[config.mk]
export PLATFORM = sky130hd
export DESIGN_NAME = gpio_pin_config_mux
export DESIGN_NICKNAME = d
export VERILOG_FILES = /design/src/core/gpio_pkg.sv /design/src/core/gpio_pin_config_mux.sv
export VERILOG_INCLUDE_DIRS = /design/src /design/src/core
export SDC_FILE = /design/constraint.sdc
export NUM_CORES = 1
export LEC_CHECK = 0
export ABC_AREA = 0
export ABC_CLOCK_PERIOD_IN_PS = 2600
export BUFFER_PORTS_ARGS = -buffer_cell sky130_fd_sc_hd__buf_2
export CAP_MARGIN = 20
export CORE_AREA = 2 2 136 138
export CTS_BUF_LIST = sky130_fd_sc_hd__clkbuf_4 sky130_fd_sc_hd__clkbuf_8
export CTS_CLUSTER_DIAMETER = 60
export DETAILED_ROUTE_END_ITERATION = 12
export DIE_AREA = 0 0 138 140
export PLACE_DENSITY = 0.88
export SLEW_MARGIN = 20
export SYNTH_ARGS = -nofsm -noshare
export SYNTH_HDL_FRONTEND = slang
export SYNTH_SLANG_ARGS = --single-unit
[constraint.sdc]
create_clock -name pclk -period 2.6 [get_ports pclk]
set_input_delay 0.26 -clock pclk [delete_from_list [all_inputs] [get_ports pclk]]
set_output_delay 0.26 -clock pclk [all_outputs]
set_load 0.05 [all_outputs]
[src/core/gpio_consts.svh]
`ifndef GPIO_CONSTS_SVH
`define GPIO_CONSTS_SVH

`define CFG_PA_LOW 32'h4000B000
`define CFG_PA_HIGH 32'h4000B004
`define CFG_PB_LOW 32'h4000B400
`define CFG_PB_HIGH 32'h4000B404
`define CFG_PC_LOW 32'h4000B800
`define CFG_PC_HIGH 32'h4000B804
`define DBG_CTL_ADDR 32'h4000BC00
`define DBG_STAT_ADDR 32'h4000BC04

`define CFG_RESET 16'h4444
`define CFG_WIDTH 16
`define NUM_CFG_REGS 6
`define NUM_PINS 24

`define CTL_DBG_DISABLE 0
`define CTL_REG_EN_OVR 1
`define CTL_TIM2_REMAP 2
`define CTL_WIDTH 3
`define CTL_RESET 3'h2

`define STAT_FORCED 0
`define STAT_SW_EN 1
`define STAT_BOOT 2

`define PIN_BOOT 5
`define PIN_REG_EN 7
`define PIN_TEST_RST 16
`define PIN_TEST_DO 18
`define PIN_TEST_DI 19
`define PIN_SWDIO 20

`endif

[src/core/gpio_pkg.sv]
`default_nettype none
package gpio_pkg;
	typedef enum logic [3:0] {
		MODE_ANALOG = 4'h0,
		MODE_OUT_PP = 4'h1,
		MODE_IN_FLOAT = 4'h4,
		MODE_OUT_OD = 4'h5,
		MODE_IN_PULL = 4'h8,
		MODE_ALT_PP = 4'h9,
		MODE_ALT_OD = 4'hD
	} pin_mode_t;
endpackage
`default_nettype wire

[src/core/gpio_pin_config_mux.sv]
// The implementer's own choice: register access over APB.
`include "gpio_consts.svh"
`timescale 1ns/1ns
`default_nettype none

module gpio_pin_config_mux (
	input wire logic pclk,
	input wire logic presetn,
	input wire logic psel,
	input wire logic penable,
	input wire logic pwrite,
	input wire logic [31:0] paddr,
	input wire logic [31:0] pwdata,
	output logic [31:0] prdata,
	output logic pready,
	output logic pslverr,
	input wire logic [23:0] port_output_data,
	input wire logic [23:0] alt_out_data,
	input wire logic [3:0] timer_two_ch,
	input wire logic reg_en_drive,
	input wire logic debug_forced_in,
	input wire logic serial_wire_req,
	input wire logic four_wire_req,
	input wire logic test_data_out,
	input wire logic swdio_out,
	input wire logic swdio_drive,
	input wire logic [23:0] pin_in,
	output logic [23:0] pin_out,
	output logic [23:0] pin_oe_n,
	output logic [23:0] pin_pull_up,
	output logic [23:0] pin_pull_down,
	output logic [23:0] port_input_data
);

	logic [15:0] cfg_q [`NUM_CFG_REGS];
	logic [`CTL_WIDTH-1:0] ctl_q;
	logic boot_seen_q;
	logic boot_done_q;
	logic [31:0] prdata_q;
	logic hit_cfg;
	logic hit_ctl;
	logic hit_stat;
	logic [2:0] cfg_idx;
	logic wr_en;
	logic sw_active;
	logic four_wire_active;
	logic [2:0] status_val;
	logic [23:0] alt_src;
	gpio_pkg::pin_mode_t mode_d [`NUM_PINS];
	logic [23:0] out_d;
	logic [23:0] oe_n_d;
	logic [23:0] pu_d;
	logic [23:0] pd_d;
	logic [23:0] in_d;

	// address decode; unmapped addresses answer with pslverr
	always_comb begin
		hit_cfg = 1'b1;
		hit_ctl = 1'b0;
		hit_stat = 1'b0;
		cfg_idx = 3'h0;
		if (paddr == `CFG_PA_LOW) begin
			cfg_idx = 3'h0;
		end else if (paddr == `CFG_PA_HIGH) begin
			cfg_idx = 3'h1;
		end else if (paddr == `CFG_PB_LOW) begin
			cfg_idx = 3'h2;
		end else if (paddr == `CFG_PB_HIGH) begin
			cfg_idx = 3'h3;
		end else if (paddr == `CFG_PC_LOW) begin
			cfg_idx = 3'h4;
		end else if (paddr == `CFG_PC_HIGH) begin
			cfg_idx = 3'h5;
		end else if (paddr == `DBG_CTL_ADDR) begin
			hit_cfg = 1'b0;
			hit_ctl = 1'b1;
		end else if (paddr == `DBG_STAT_ADDR) begin
			hit_cfg = 1'b0;
			hit_stat = 1'b1;
		end else begin
			hit_cfg = 1'b0;
		end
	end

	assign pready = 1'b1;
	assign pslverr = psel && penable && !(hit_cfg || hit_ctl || hit_stat);
	assign wr_en = psel && penable && pwrite;
	assign prdata = prdata_q;

	// debugger disable overrides both debug port requests
	assign sw_active = serial_wire_req && !ctl_q[`CTL_DBG_DISABLE];
	assign four_wire_active = four_wire_req && !sw_active && !ctl_q[`CTL_DBG_DISABLE];
	always_comb begin
		status_val = 3'h0;
		status_val[`STAT_FORCED] = debug_forced_in;
		status_val[`STAT_SW_EN] = sw_active;
		status_val[`STAT_BOOT] = boot_seen_q;
	end

	// read data is captured in the setup cycle so the access phase needs no wait
	always_ff @(posedge pclk or negedge presetn) begin
		if (!presetn) begin
			prdata_q <= 32'h0;
		end else if (psel && !penable && !pwrite) begin
			prdata_q <= 32'h0;
			if (hit_cfg) begin
				prdata_q[15:0] <= cfg_q[cfg_idx];
			end else if (hit_ctl) begin
				prdata_q[`CTL_WIDTH-1:0] <= ctl_q;
			end else if (hit_stat) begin
				prdata_q[2:0] <= status_val;
			end
		end
	end

	always_ff @(posedge pclk or negedge presetn) begin
		if (!presetn) begin
			for (int r = 0; r < `NUM_CFG_REGS; r++) begin
				cfg_q[r] <= `CFG_RESET;
			end
		end else if (wr_en && hit_cfg) begin
			cfg_q[cfg_idx] <= pwdata[15:0];
		end
	end

	always_ff @(posedge pclk or negedge presetn) begin
		if (!presetn) begin
			ctl_q <= `CTL_RESET;
		end else if (wr_en && hit_ctl) begin
			ctl_q <= pwdata[`CTL_WIDTH-1:0];
		end
	end

	// boot pin is still pulled up on the first edge after release, so sample it there
	always_ff @(posedge pclk or negedge presetn) begin
		if (!presetn) begin
			boot_done_q <= 1'b0;
			boot_seen_q <= 1'b0;
		end else if (!boot_done_q) begin
			boot_done_q <= 1'b1;
			boot_seen_q <= !pin_in[`PIN_BOOT];
		end
	end

	// timer two channel order on port A is 1,3,4,2
	always_comb begin
		alt_src = alt_out_data;
		if (ctl_q[`CTL_TIM2_REMAP]) begin
			alt_src[12:9] = timer_two_ch;
		end else begin
			alt_src[0] = timer_two_ch[0];
			alt_src[1] = timer_two_ch[2];
			alt_src[2] = timer_two_ch[3];
			alt_src[3] = timer_two_ch[1];
		end
	end

	always_comb begin
		gpio_pkg::pin_mode_t m;
		logic ob;
		logic ab;
		m = gpio_pkg::MODE_IN_FLOAT;
		ob = 1'b0;
		ab = 1'b0;
		for (int i = 0; i < `NUM_PINS; i++) begin
			m = gpio_pkg::pin_mode_t'(cfg_q[i/4][(i%4)*4 +: 4]);
			ob = port_output_data[i];
			ab = alt_src[i];
			in_d[i] = (m == gpio_pkg::MODE_ANALOG) ? 1'b1 : pin_in[i];
			if (i == `PIN_REG_EN && ctl_q[`CTL_REG_EN_OVR]) begin
				m = gpio_pkg::MODE_ALT_OD;
				ab = reg_en_drive;
			end
			if (four_wire_active && (i == `PIN_TEST_RST || i == `PIN_TEST_DI)) begin
				m = gpio_pkg::MODE_IN_PULL;
				ob = 1'b1;
			end
			if (four_wire_active && i == `PIN_TEST_DO) begin
				m = gpio_pkg::MODE_ALT_PP;
				ab = test_data_out;
			end
			if (sw_active && i == `PIN_SWDIO) begin
				// direction is turned by the debugger bit by bit
				m = swdio_drive ? gpio_pkg::MODE_ALT_PP : gpio_pkg::MODE_IN_FLOAT;
				ab = swdio_out;
			end
			mode_d[i] = m;
			out_d[i] = 1'b0;
			oe_n_d[i] = 1'b1;
			pu_d[i] = 1'b0;
			pd_d[i] = 1'b0;
			case (m)
				gpio_pkg::MODE_OUT_PP: begin
					out_d[i] = ob;
					oe_n_d[i] = 1'b0;
				end
				gpio_pkg::MODE_OUT_OD: begin
					oe_n_d[i] = ob;
				end
				gpio_pkg::MODE_IN_PULL: begin
					pu_d[i] = ob;
					pd_d[i] = !ob;
				end
				gpio_pkg::MODE_ALT_PP: begin
					out_d[i] = ab;
					oe_n_d[i] = 1'b0;
				end
				gpio_pkg::MODE_ALT_OD: begin
					oe_n_d[i] = ab;
				end
				// analog, floating and reserved codes leave the pin undriven
				default: begin
					out_d[i] = 1'b0;
				end
			endcase
		end
	end

	// reset values leave only the boot pin pulled up, all else floating
	always_ff @(posedge pclk or negedge presetn) begin
		if (!presetn) begin
			pin_out <= 24'h000000;
			pin_oe_n <= 24'hFFFFFF;
			pin_pull_up <= 24'h000020;
			pin_pull_down <= 24'h000000;
		end else begin
			pin_out <= out_d;
			pin_oe_n <= oe_n_d;
			pin_pull_up <= pu_d;
			pin_pull_down <= pd_d;
		end
	end

	always_ff @(posedge pclk or negedge presetn) begin
		if (!presetn) begin
			port_input_data <= 24'h000000;
		end else begin
			port_input_data <= in_d;
		end
	end

	status_read_a: assert property (@(posedge pclk) disable iff (!presetn)
		psel && penable && !pwrite && paddr == `DBG_STAT_ADDR
		|-> prdata == {29'h0, $past(status_val)})
		else $error("status read does not match flags");

	boot_flag_hold_a: assert property (@(posedge pclk) disable iff (!presetn)
		boot_done_q |=> $stable(boot_seen_q))
		else $error("boot flag changed after capture");

	dbg_disable_a: assert property (@(posedge pclk) disable iff (!presetn)
		ctl_q[`CTL_DBG_DISABLE] |-> !sw_active && !four_wire_active)
		else $error("debug port active while disabled");

	cfg_upper_zero_a: assert property (@(posedge pclk) disable iff (!presetn)
		psel && penable && !pwrite && hit_cfg |-> prdata[31:16] == 16'h0)
		else $error("config upper bits not zero");

	cfg_write_a: assert property (@(posedge pclk) disable iff (!presetn)
		wr_en && hit_cfg |=> cfg_q[$past(cfg_idx)] == $past(pwdata[15:0]))
		else $error("config write not read back");

	tdo_drive_a: assert property (@(posedge pclk) disable iff (!presetn)
		four_wire_active |=> !pin_oe_n[`PIN_TEST_DO] && pin_out[`PIN_TEST_DO] == $past(test_data_out))
		else $error("test data out not driven push-pull");

	for (genvar g = 0; g < `NUM_PINS; g++) begin : g_pin_chk
		analog_in_a: assert property (@(posedge pclk) disable iff (!presetn)
			cfg_q[g/4][(g%4)*4 +: 4] == 4'h0 |=> port_input_data[g])
			else $error("analog pin input not one");
		push_pull_a: assert property (@(posedge pclk) disable iff (!presetn)
			mode_d[g] == gpio_pkg::MODE_OUT_PP
			|=> !pin_oe_n[g] && pin_out[g] == $past(port_output_data[g]))
			else $error("push-pull pin not following data");
		open_drain_a: assert property (@(posedge pclk) disable iff (!presetn)
			mode_d[g] == gpio_pkg::MODE_OUT_OD
			|=> !pin_out[g] && pin_oe_n[g] == $past(port_output_data[g]))
			else $error("open-drain pin wrong");
		pull_sel_a: assert property (@(posedge pclk) disable iff (!presetn)
			mode_d[g] == gpio_pkg::MODE_IN_PULL
			|=> pin_oe_n[g] && (pin_pull_up[g] != pin_pull_down[g]))
			else $error("pulled input wrong");
		no_pull_a: assert property (@(posedge pclk) disable iff (!presetn)
			!pin_oe_n[g] || $past(mode_d[g] == gpio_pkg::MODE_ANALOG)
			|-> !pin_pull_up[g] && !pin_pull_down[g])
			else $error("pull enabled on driven pin");
	end

endmodule
`default_nettype wire

==> qor.txt, run 1 <==
status -> complete, no violations
# DRC -> 0
Worst path max stage delay -> 420 ps
CTS tree -> built
Final Setup Violations -> 0
R2R Path Start -> ctl_q[2]
nets@finish -> 1372
DR vias/cell -> 5.59
worst hold start -> alt_out_data[17]
Area Overhead vs Synth -> 29.4%
fin crit share -> 0.833
first-pass GRT wire length -> 46.3 mm
Slew headroom -> 0.517
vias in the first global route -> 8714
Core Area -> 0.0178 mm^2
Starting Density -> 0.577
chip height -> 140 um
Clock Pin Slew Worst Setup and Hold Paths -> 60 ps
wire length per cell -> 19.5 um
largest net degree at the start of global routing -> 93
R2R Path End -> pin_oe_n[2]
fillers -> 1147
Final Critical Period -> 2160 ps
Distinct cells, synth -> 55
number of flops mapped to enable cells by yosys -> 0
Initial DRC Count -> 512
post-CTS sizing -> 0
setup ws final -> 435 ps
Die Wd -> 138 um
crit start category -> input port
Layout Skew -> 23.0 ps
FF+latch count, synth -> 237
Ports -> 306
die area -> 0.0193 mm^2
CP most frequent cell -> buf_2
Final Hold Fails -> 0
Mean Syn Cell Area -> 11.9 um^2
proportion of layout cells with a drive suffix above 1 -> 0.431
proportion of netlist area held by the largest area contributor -> 0.456
Mapped Cells -> 865
root buffer cell -> clkbuf_8
CP top delay family -> simple AND/OR/NAND/NOR gates
leak pwr -> 6.53 nW
Hold WS -> 63.4 ps
top area cells in the synthesized netlist -> dfrtp_1, dfstp_2, mux2_2, mux2i_1, nor2_1
Async SR Flop Fraction -> 1.00
Post-CTS Setup Bufs -> 0
share of the yosys chip area belonging to registers -> 0.584
peak fanout along the critical path -> 8
Final Util -> 0.747
hold buffer count at CTS -> 52
crit end category -> output port
via count -> 8290
Fin Setup TNS -> 0 ps
critical path arrival -> 1900 ps
CP required -> 2340 ps
WL final -> 28.9 mm
slowest CP cell -> nor4_1
Ys Warns -> 0
CTS Buffer Depth -> 3
Peak supply drop -> 402 uV
depth of the worst hold-timing path -> 3
worst min path class -> input port to flop
unrepaired setup endpoints after global routing -> false
Port Buffers -> 272
hold endpoint -> pin_oe_n[17]
final antenna-violating net count -> 0
Max Clock Freq -> 0.462 GHz
Top FF cell, synth -> dfrtp_1
max cap viols -> 0
H-tree depth -> 2
Setup Slack @ Placement -> 110 ps
largest area contributor in the netlist -> dfrtp_1
Slew Viols, Final -> 0
GPL Wtd Cong -> 0.924
Design Power -> 7.69 mW
Num CTS Buffers -> 39
Cell Pwr Density -> 579 mW/mm^2
top cells by count, synth -> dfrtp_1, mux2_2, nor2_1
Clk Latency, worst-skew pair -> 540 ps
sum of buffers and inverters on the critical path -> 3
Slew @ Worst Pin -> 725 ps
DR pass1 iterations -> 5
cell depth of the worst flop-to-flop path -> 5
top-count cell post-synth -> dfrtp_1
initial antenna violation count -> 2
Rows -> 49
total track usage -> 0.300
Sink Count -> 237
critical path type -> input port to output port
Detail Placement HPWL -> 19.8 mm
worst-path cell chain -> buf_2 > nor4_1 > nand4_1 > or2_1 > buf_4 > and3_2 > buf_2
FF-to-FF setup slack -> 730 ps
GR Overflow Total -> 0
Mapped Area -> 0.0103 mm^2
==> tightest hold or removal path, stage by stage <==
cell and delay [ps]:
buf_2 80, mux2i_1 80, o21ai_0 150
==> metrics by stage <==
step	instances	instance area [um^2]
after global routing	1481	13300
final	1482	13300
after CTS	1480	13300
after detailed placement	1356	11900
after floorplan	881	10300
after global placement	1356	11900
==> power by group <==
part / internal (mW) / switching [mW] / total, mW
Combinational: 0.199 / 0.341 / 0.540
Sequential: 3.70 / 0.00321 / 3.70
Clock: 1.95 / 1.49 / 3.45
==> cell usage in the layout, fill, tap and decap left out, drive strengths merged, types with 3 or more instances in the layout <==
cell and count:
a21o 22, a21oi 36, and3 27, buf 293, clkbuf 66, clkinv 4, conb 18, dfrtp 187
dfstp 50, dlygate4sd3 52, inv 40, mux2 114, mux2i 35, nand2 59, nand2b 9, nand3 4
nand3b 12, nand4 4, nor2 80, nor2b 10, nor3 33, nor3b 8, nor4 7, nor4b 8
o21ai 17, o22ai 15, o31a 3, o31ai 13, or3 3
==> worst max path at each step <==
stage	startpoint	end	slack, ps	depth (start not counted)
6_report	paddr[25]	pslverr	440	7
5_1_grt	paddr[25]	pslverr	460	7
4_1_cts	paddr[25]	pslverr	480	7
3_5_place_dp	paddr[25]	prdata[13]	110	7
3_3_place_gp	paddr[25]	prdata[11]	240	7
2_1_floorplan	paddr[1]	cfg_q[51]	300	8
==> kinds of logic after synthesis <==
kind of cell,share of synthesized area
AOI/OAI and AO/OA,0.0719
buffers and inverters,0.0417
DFF,0.584
muxes,0.163
other,0.000732
and+or+nand+nor,0.138
==> routing by layer <==
| layer | global-route usage | share of wire | vias to the layer above |
|---|---|---|---|
| met3 | 0.0735 | 0.073 | 78 |
| met4 | 0.137 | 0.037 | 2 |
| met5 | 0 | 0.00045 | - |
| li1 | - | - | 3714 |
| met1 | 0.381 | 0.40 | 4102 |
| met2 | 0.492 | 0.49 | 394 |
==> layout make-up <==
type                       count  area (um^2)  area share
clock inverter                 6         40.0     0.00302
sequential                   237         5990       0.452
timing repair buffer         345         2100       0.158
tap                          229          287      0.0216
multi-input combinational    558         3900       0.294
clock buffer                  66          802      0.0604
antenna                        2         5.00    0.000377
inverter                      39          146      0.0110
==> flip-flops by register name, indices dropped and copies added, names as in the netlist <==
signal           count
pin_pull_up         24
pin_out             24
pin_oe_n            24
pin_pull_down       24
cfg_q               96
boot_seen_q          1
prdata              16
boot_done_q          1
port_input_data     24
ctl_q                3
Note: power is estimated with default switching activity, not from simulation.
==> run 2: changes to the inputs <==
ABC_CLOCK_PERIOD_IN_PS = 2200   (was 2600)
CORE_AREA = 2 2 141 143   (was 2 2 136 138)
DIE_AREA = 0 0 143 145   (was 0 0 138 140)
PLACE_DENSITY = 0.82   (was 0.88)
clock period = 2.2 ns   (was 2.6 ns; I/O delays follow)
==> qor.txt, run 2 (synthesized netlist as in run 1, its figures left out) <==
Final Hold Fails -> 0 (unchanged)
Num CTS Buffers -> 40 (+2.6%)
CP required -> 1980 ps (-360 ps)
Clock Pin Slew Worst Setup and Hold Paths -> 60 ps (about the same)
Ports -> 306 (unchanged)
max reg flops -> 96 (unchanged)
Layout Skew -> 23.5 ps (+0.517 ps)
Multi-input gate area -> 0.00395 mm^2 (+1.2%)
GPL Wtd Cong -> 0.945 (+2.2%)
Area Overhead vs Synth -> 31.1%
wire length per cell -> 18.2 um (-7.0%)
FF-to-FF setup slack -> 460 ps (-270 ps)
Worst path max stage delay -> 320 ps (-100 ps)
Detail Placement HPWL -> 19.3 mm (-2.7%)
Final Util -> 0.700 (-0.0466)
Final Setup Violations -> 0 (unchanged)
vias in the first global route -> 8075 (-7.3%)
Final Critical Period -> 2100 ps
crit start category -> input port
proportion of layout cells with a drive suffix above 1 -> 0.434 (+0.00306)
Die Wd -> 143 um (+3.6%)
slowest CP cell -> nor4b_2
unrepaired setup endpoints after global routing -> false
Biggest register -> cfg_q
Peak supply drop -> 609 uV (+52%)
fin crit share -> 0.956
Fin Setup TNS -> 0 ps (unchanged)
sum of buffers and inverters on the critical path -> 4 (+1)
setup ws final -> 96.5 ps (-339 ps)
initial antenna violation count -> 1 (-1)
final antenna-violating net count -> 0 (unchanged)
Hold WS -> 19.7 ps (-43.7 ps)
worst-path cell chain -> buf_2 > nor4b_2 > nand4_1 > or2_1 > buf_4 > buf_4 > and3_2 > buf_2
CTS tree -> built
critical path arrival -> 1880 ps (-20 ps)
root buffer cell -> clkbuf_8
Slew headroom -> 0.586 (+0.0699)
max cap viols -> 0 (unchanged)
Starting Density -> 0.534 (-0.0429)
GR Overflow Total -> 0 (unchanged)
Setup Slack @ Placement -> -216 ps (-326 ps)
DR pass1 iterations -> 5 (unchanged)
crit end category -> output port
first-pass GRT wire length -> 43.3 mm (-6.4%)
commonest cells after routing, fill and taps aside -> buf_2, dfrtp_1, mux2_2
largest net degree at the start of global routing -> 81 (-13%)
Sink Count -> 237 (unchanged)
Post-CTS Setup Bufs -> 0 (unchanged)
Post-Layout Cell Count -> 1522 (+2.7%)
status -> complete, no violations
Slew Viols, Final -> 0 (unchanged)
Cell Pwr Density -> 679 mW/mm^2 (+17%)
chip height -> 145 um (+3.6%)
placed insts -> 1394 (+2.8%)
Initial DRC Count -> 564 (+10%)
leak pwr -> 6.57 nW (+0.62%)
# DRC -> 0 (unchanged)
most common cell after layout, fill and taps aside -> buf_2
worst min path class -> input port to flop
die area -> 0.0207 mm^2 (+7.3%)
critical path type -> input port to output port
Core Area -> 0.0192 mm^2 (+8.0%)
total track usage -> 0.266 (-0.0345)
Max Clock Freq -> 0.475 GHz
fillers -> 1353 (+18%)
H-tree depth -> 2 (unchanged)
CTS Buffer Depth -> 3 (unchanged)
Clk Latency, worst-skew pair -> 550 ps (about the same)
WL final -> 27.6 mm (-4.5%)
DR vias/cell -> 5.29 (-5.5%)
Port Buffers -> 272 (unchanged)
peak fanout along the critical path -> 6 (-2)
Rows -> 51 (+4.1%)
nets@finish -> 1377 (+0.36%)
CP top delay family -> simple AND/OR/NAND/NOR gates
Slew @ Worst Pin -> 616 ps (-110 ps)
via count -> 8047 (-2.9%)
Register Area -> 0.00599 mm^2 (unchanged)
## run 2: cell count changes in the layout (fill, tap and decap cells not counted), moves of 2 or more
cell           before  now
nor4_1              4    2
nor4_4              0    3
buf_12              4    6
clkbuf_4           17   15
dlygate4sd3_1      52   54
clkbuf_8           49   51
## run 2: worst paths after layout
kind	start	end	depth (start not counted)
setup / recovery	paddr[21]	pslverr	8
hold / removal	alt_out_data[6]	pin_oe_n[6]	3
setup reg to reg	ctl_q[2]	pin_oe_n[1]	5
hold reg to reg	boot_done_q	boot_seen_q	1
max in group asynchronous	presetn	cfg_q[42]	3
min in group asynchronous	presetn	cfg_q[35]	2
## run 2: power breakdown
group	switching, mW	internal, mW
combinational	0.401	0.237
sequential	0.00322	4.37
clock	1.76	2.36
## run 2: area by class of cell
cell class / instances / share of cell area
Inverter: 39 / 0.0109
Clock inverter: 7 / 0.00372
Tap cell: 265 / 0.0247
Antenna cell: 1 / 0.000186
Timing Repair Buffer: 349 / 0.161
Multi-Input combinational cell: 558 / 0.294
Sequential cell: 237 / 0.446
Clock buffer: 66 / 0.0606
## run 2: what timing repair did
item,4_1_cts,5_1_grt
gates resized for setup,0,3
endpoints found under the setup margin,0,1
hold endpoints to repair,270,0
hold buffers,54,0
## run 2: worst reg2reg max path, delay by kind of cell (launching register included)
family             cells  cell delay [ps]
muxes                  1              520
AOI/OAI and AO/OA      1              190
DFF                    1              690
and+or+nand+nor        3              290
## run 2: through the flow
stage                     total power [mW]  area, um^2
final                                 9.13       13400
after global routing                  9.47       13400
after CTS                             9.20       13400
after detailed placement              5.01       12000
after global placement                5.00       12000
after floorplan                       4.70       10300
## run 2: metal layers
metal / wire length [um] / part of all wire / vias up / track usage
met3: 1880 / 0.068 / 50 / 0.0502
met4: 637 / 0.023 / 0 / 0.0728
met5: 0 / 0 / - / 0
li1: - / - / 3726 / -
met2: 13300 / 0.48 / 346 / 0.428
met1: 11900 / 0.43 / 3925 / 0.370
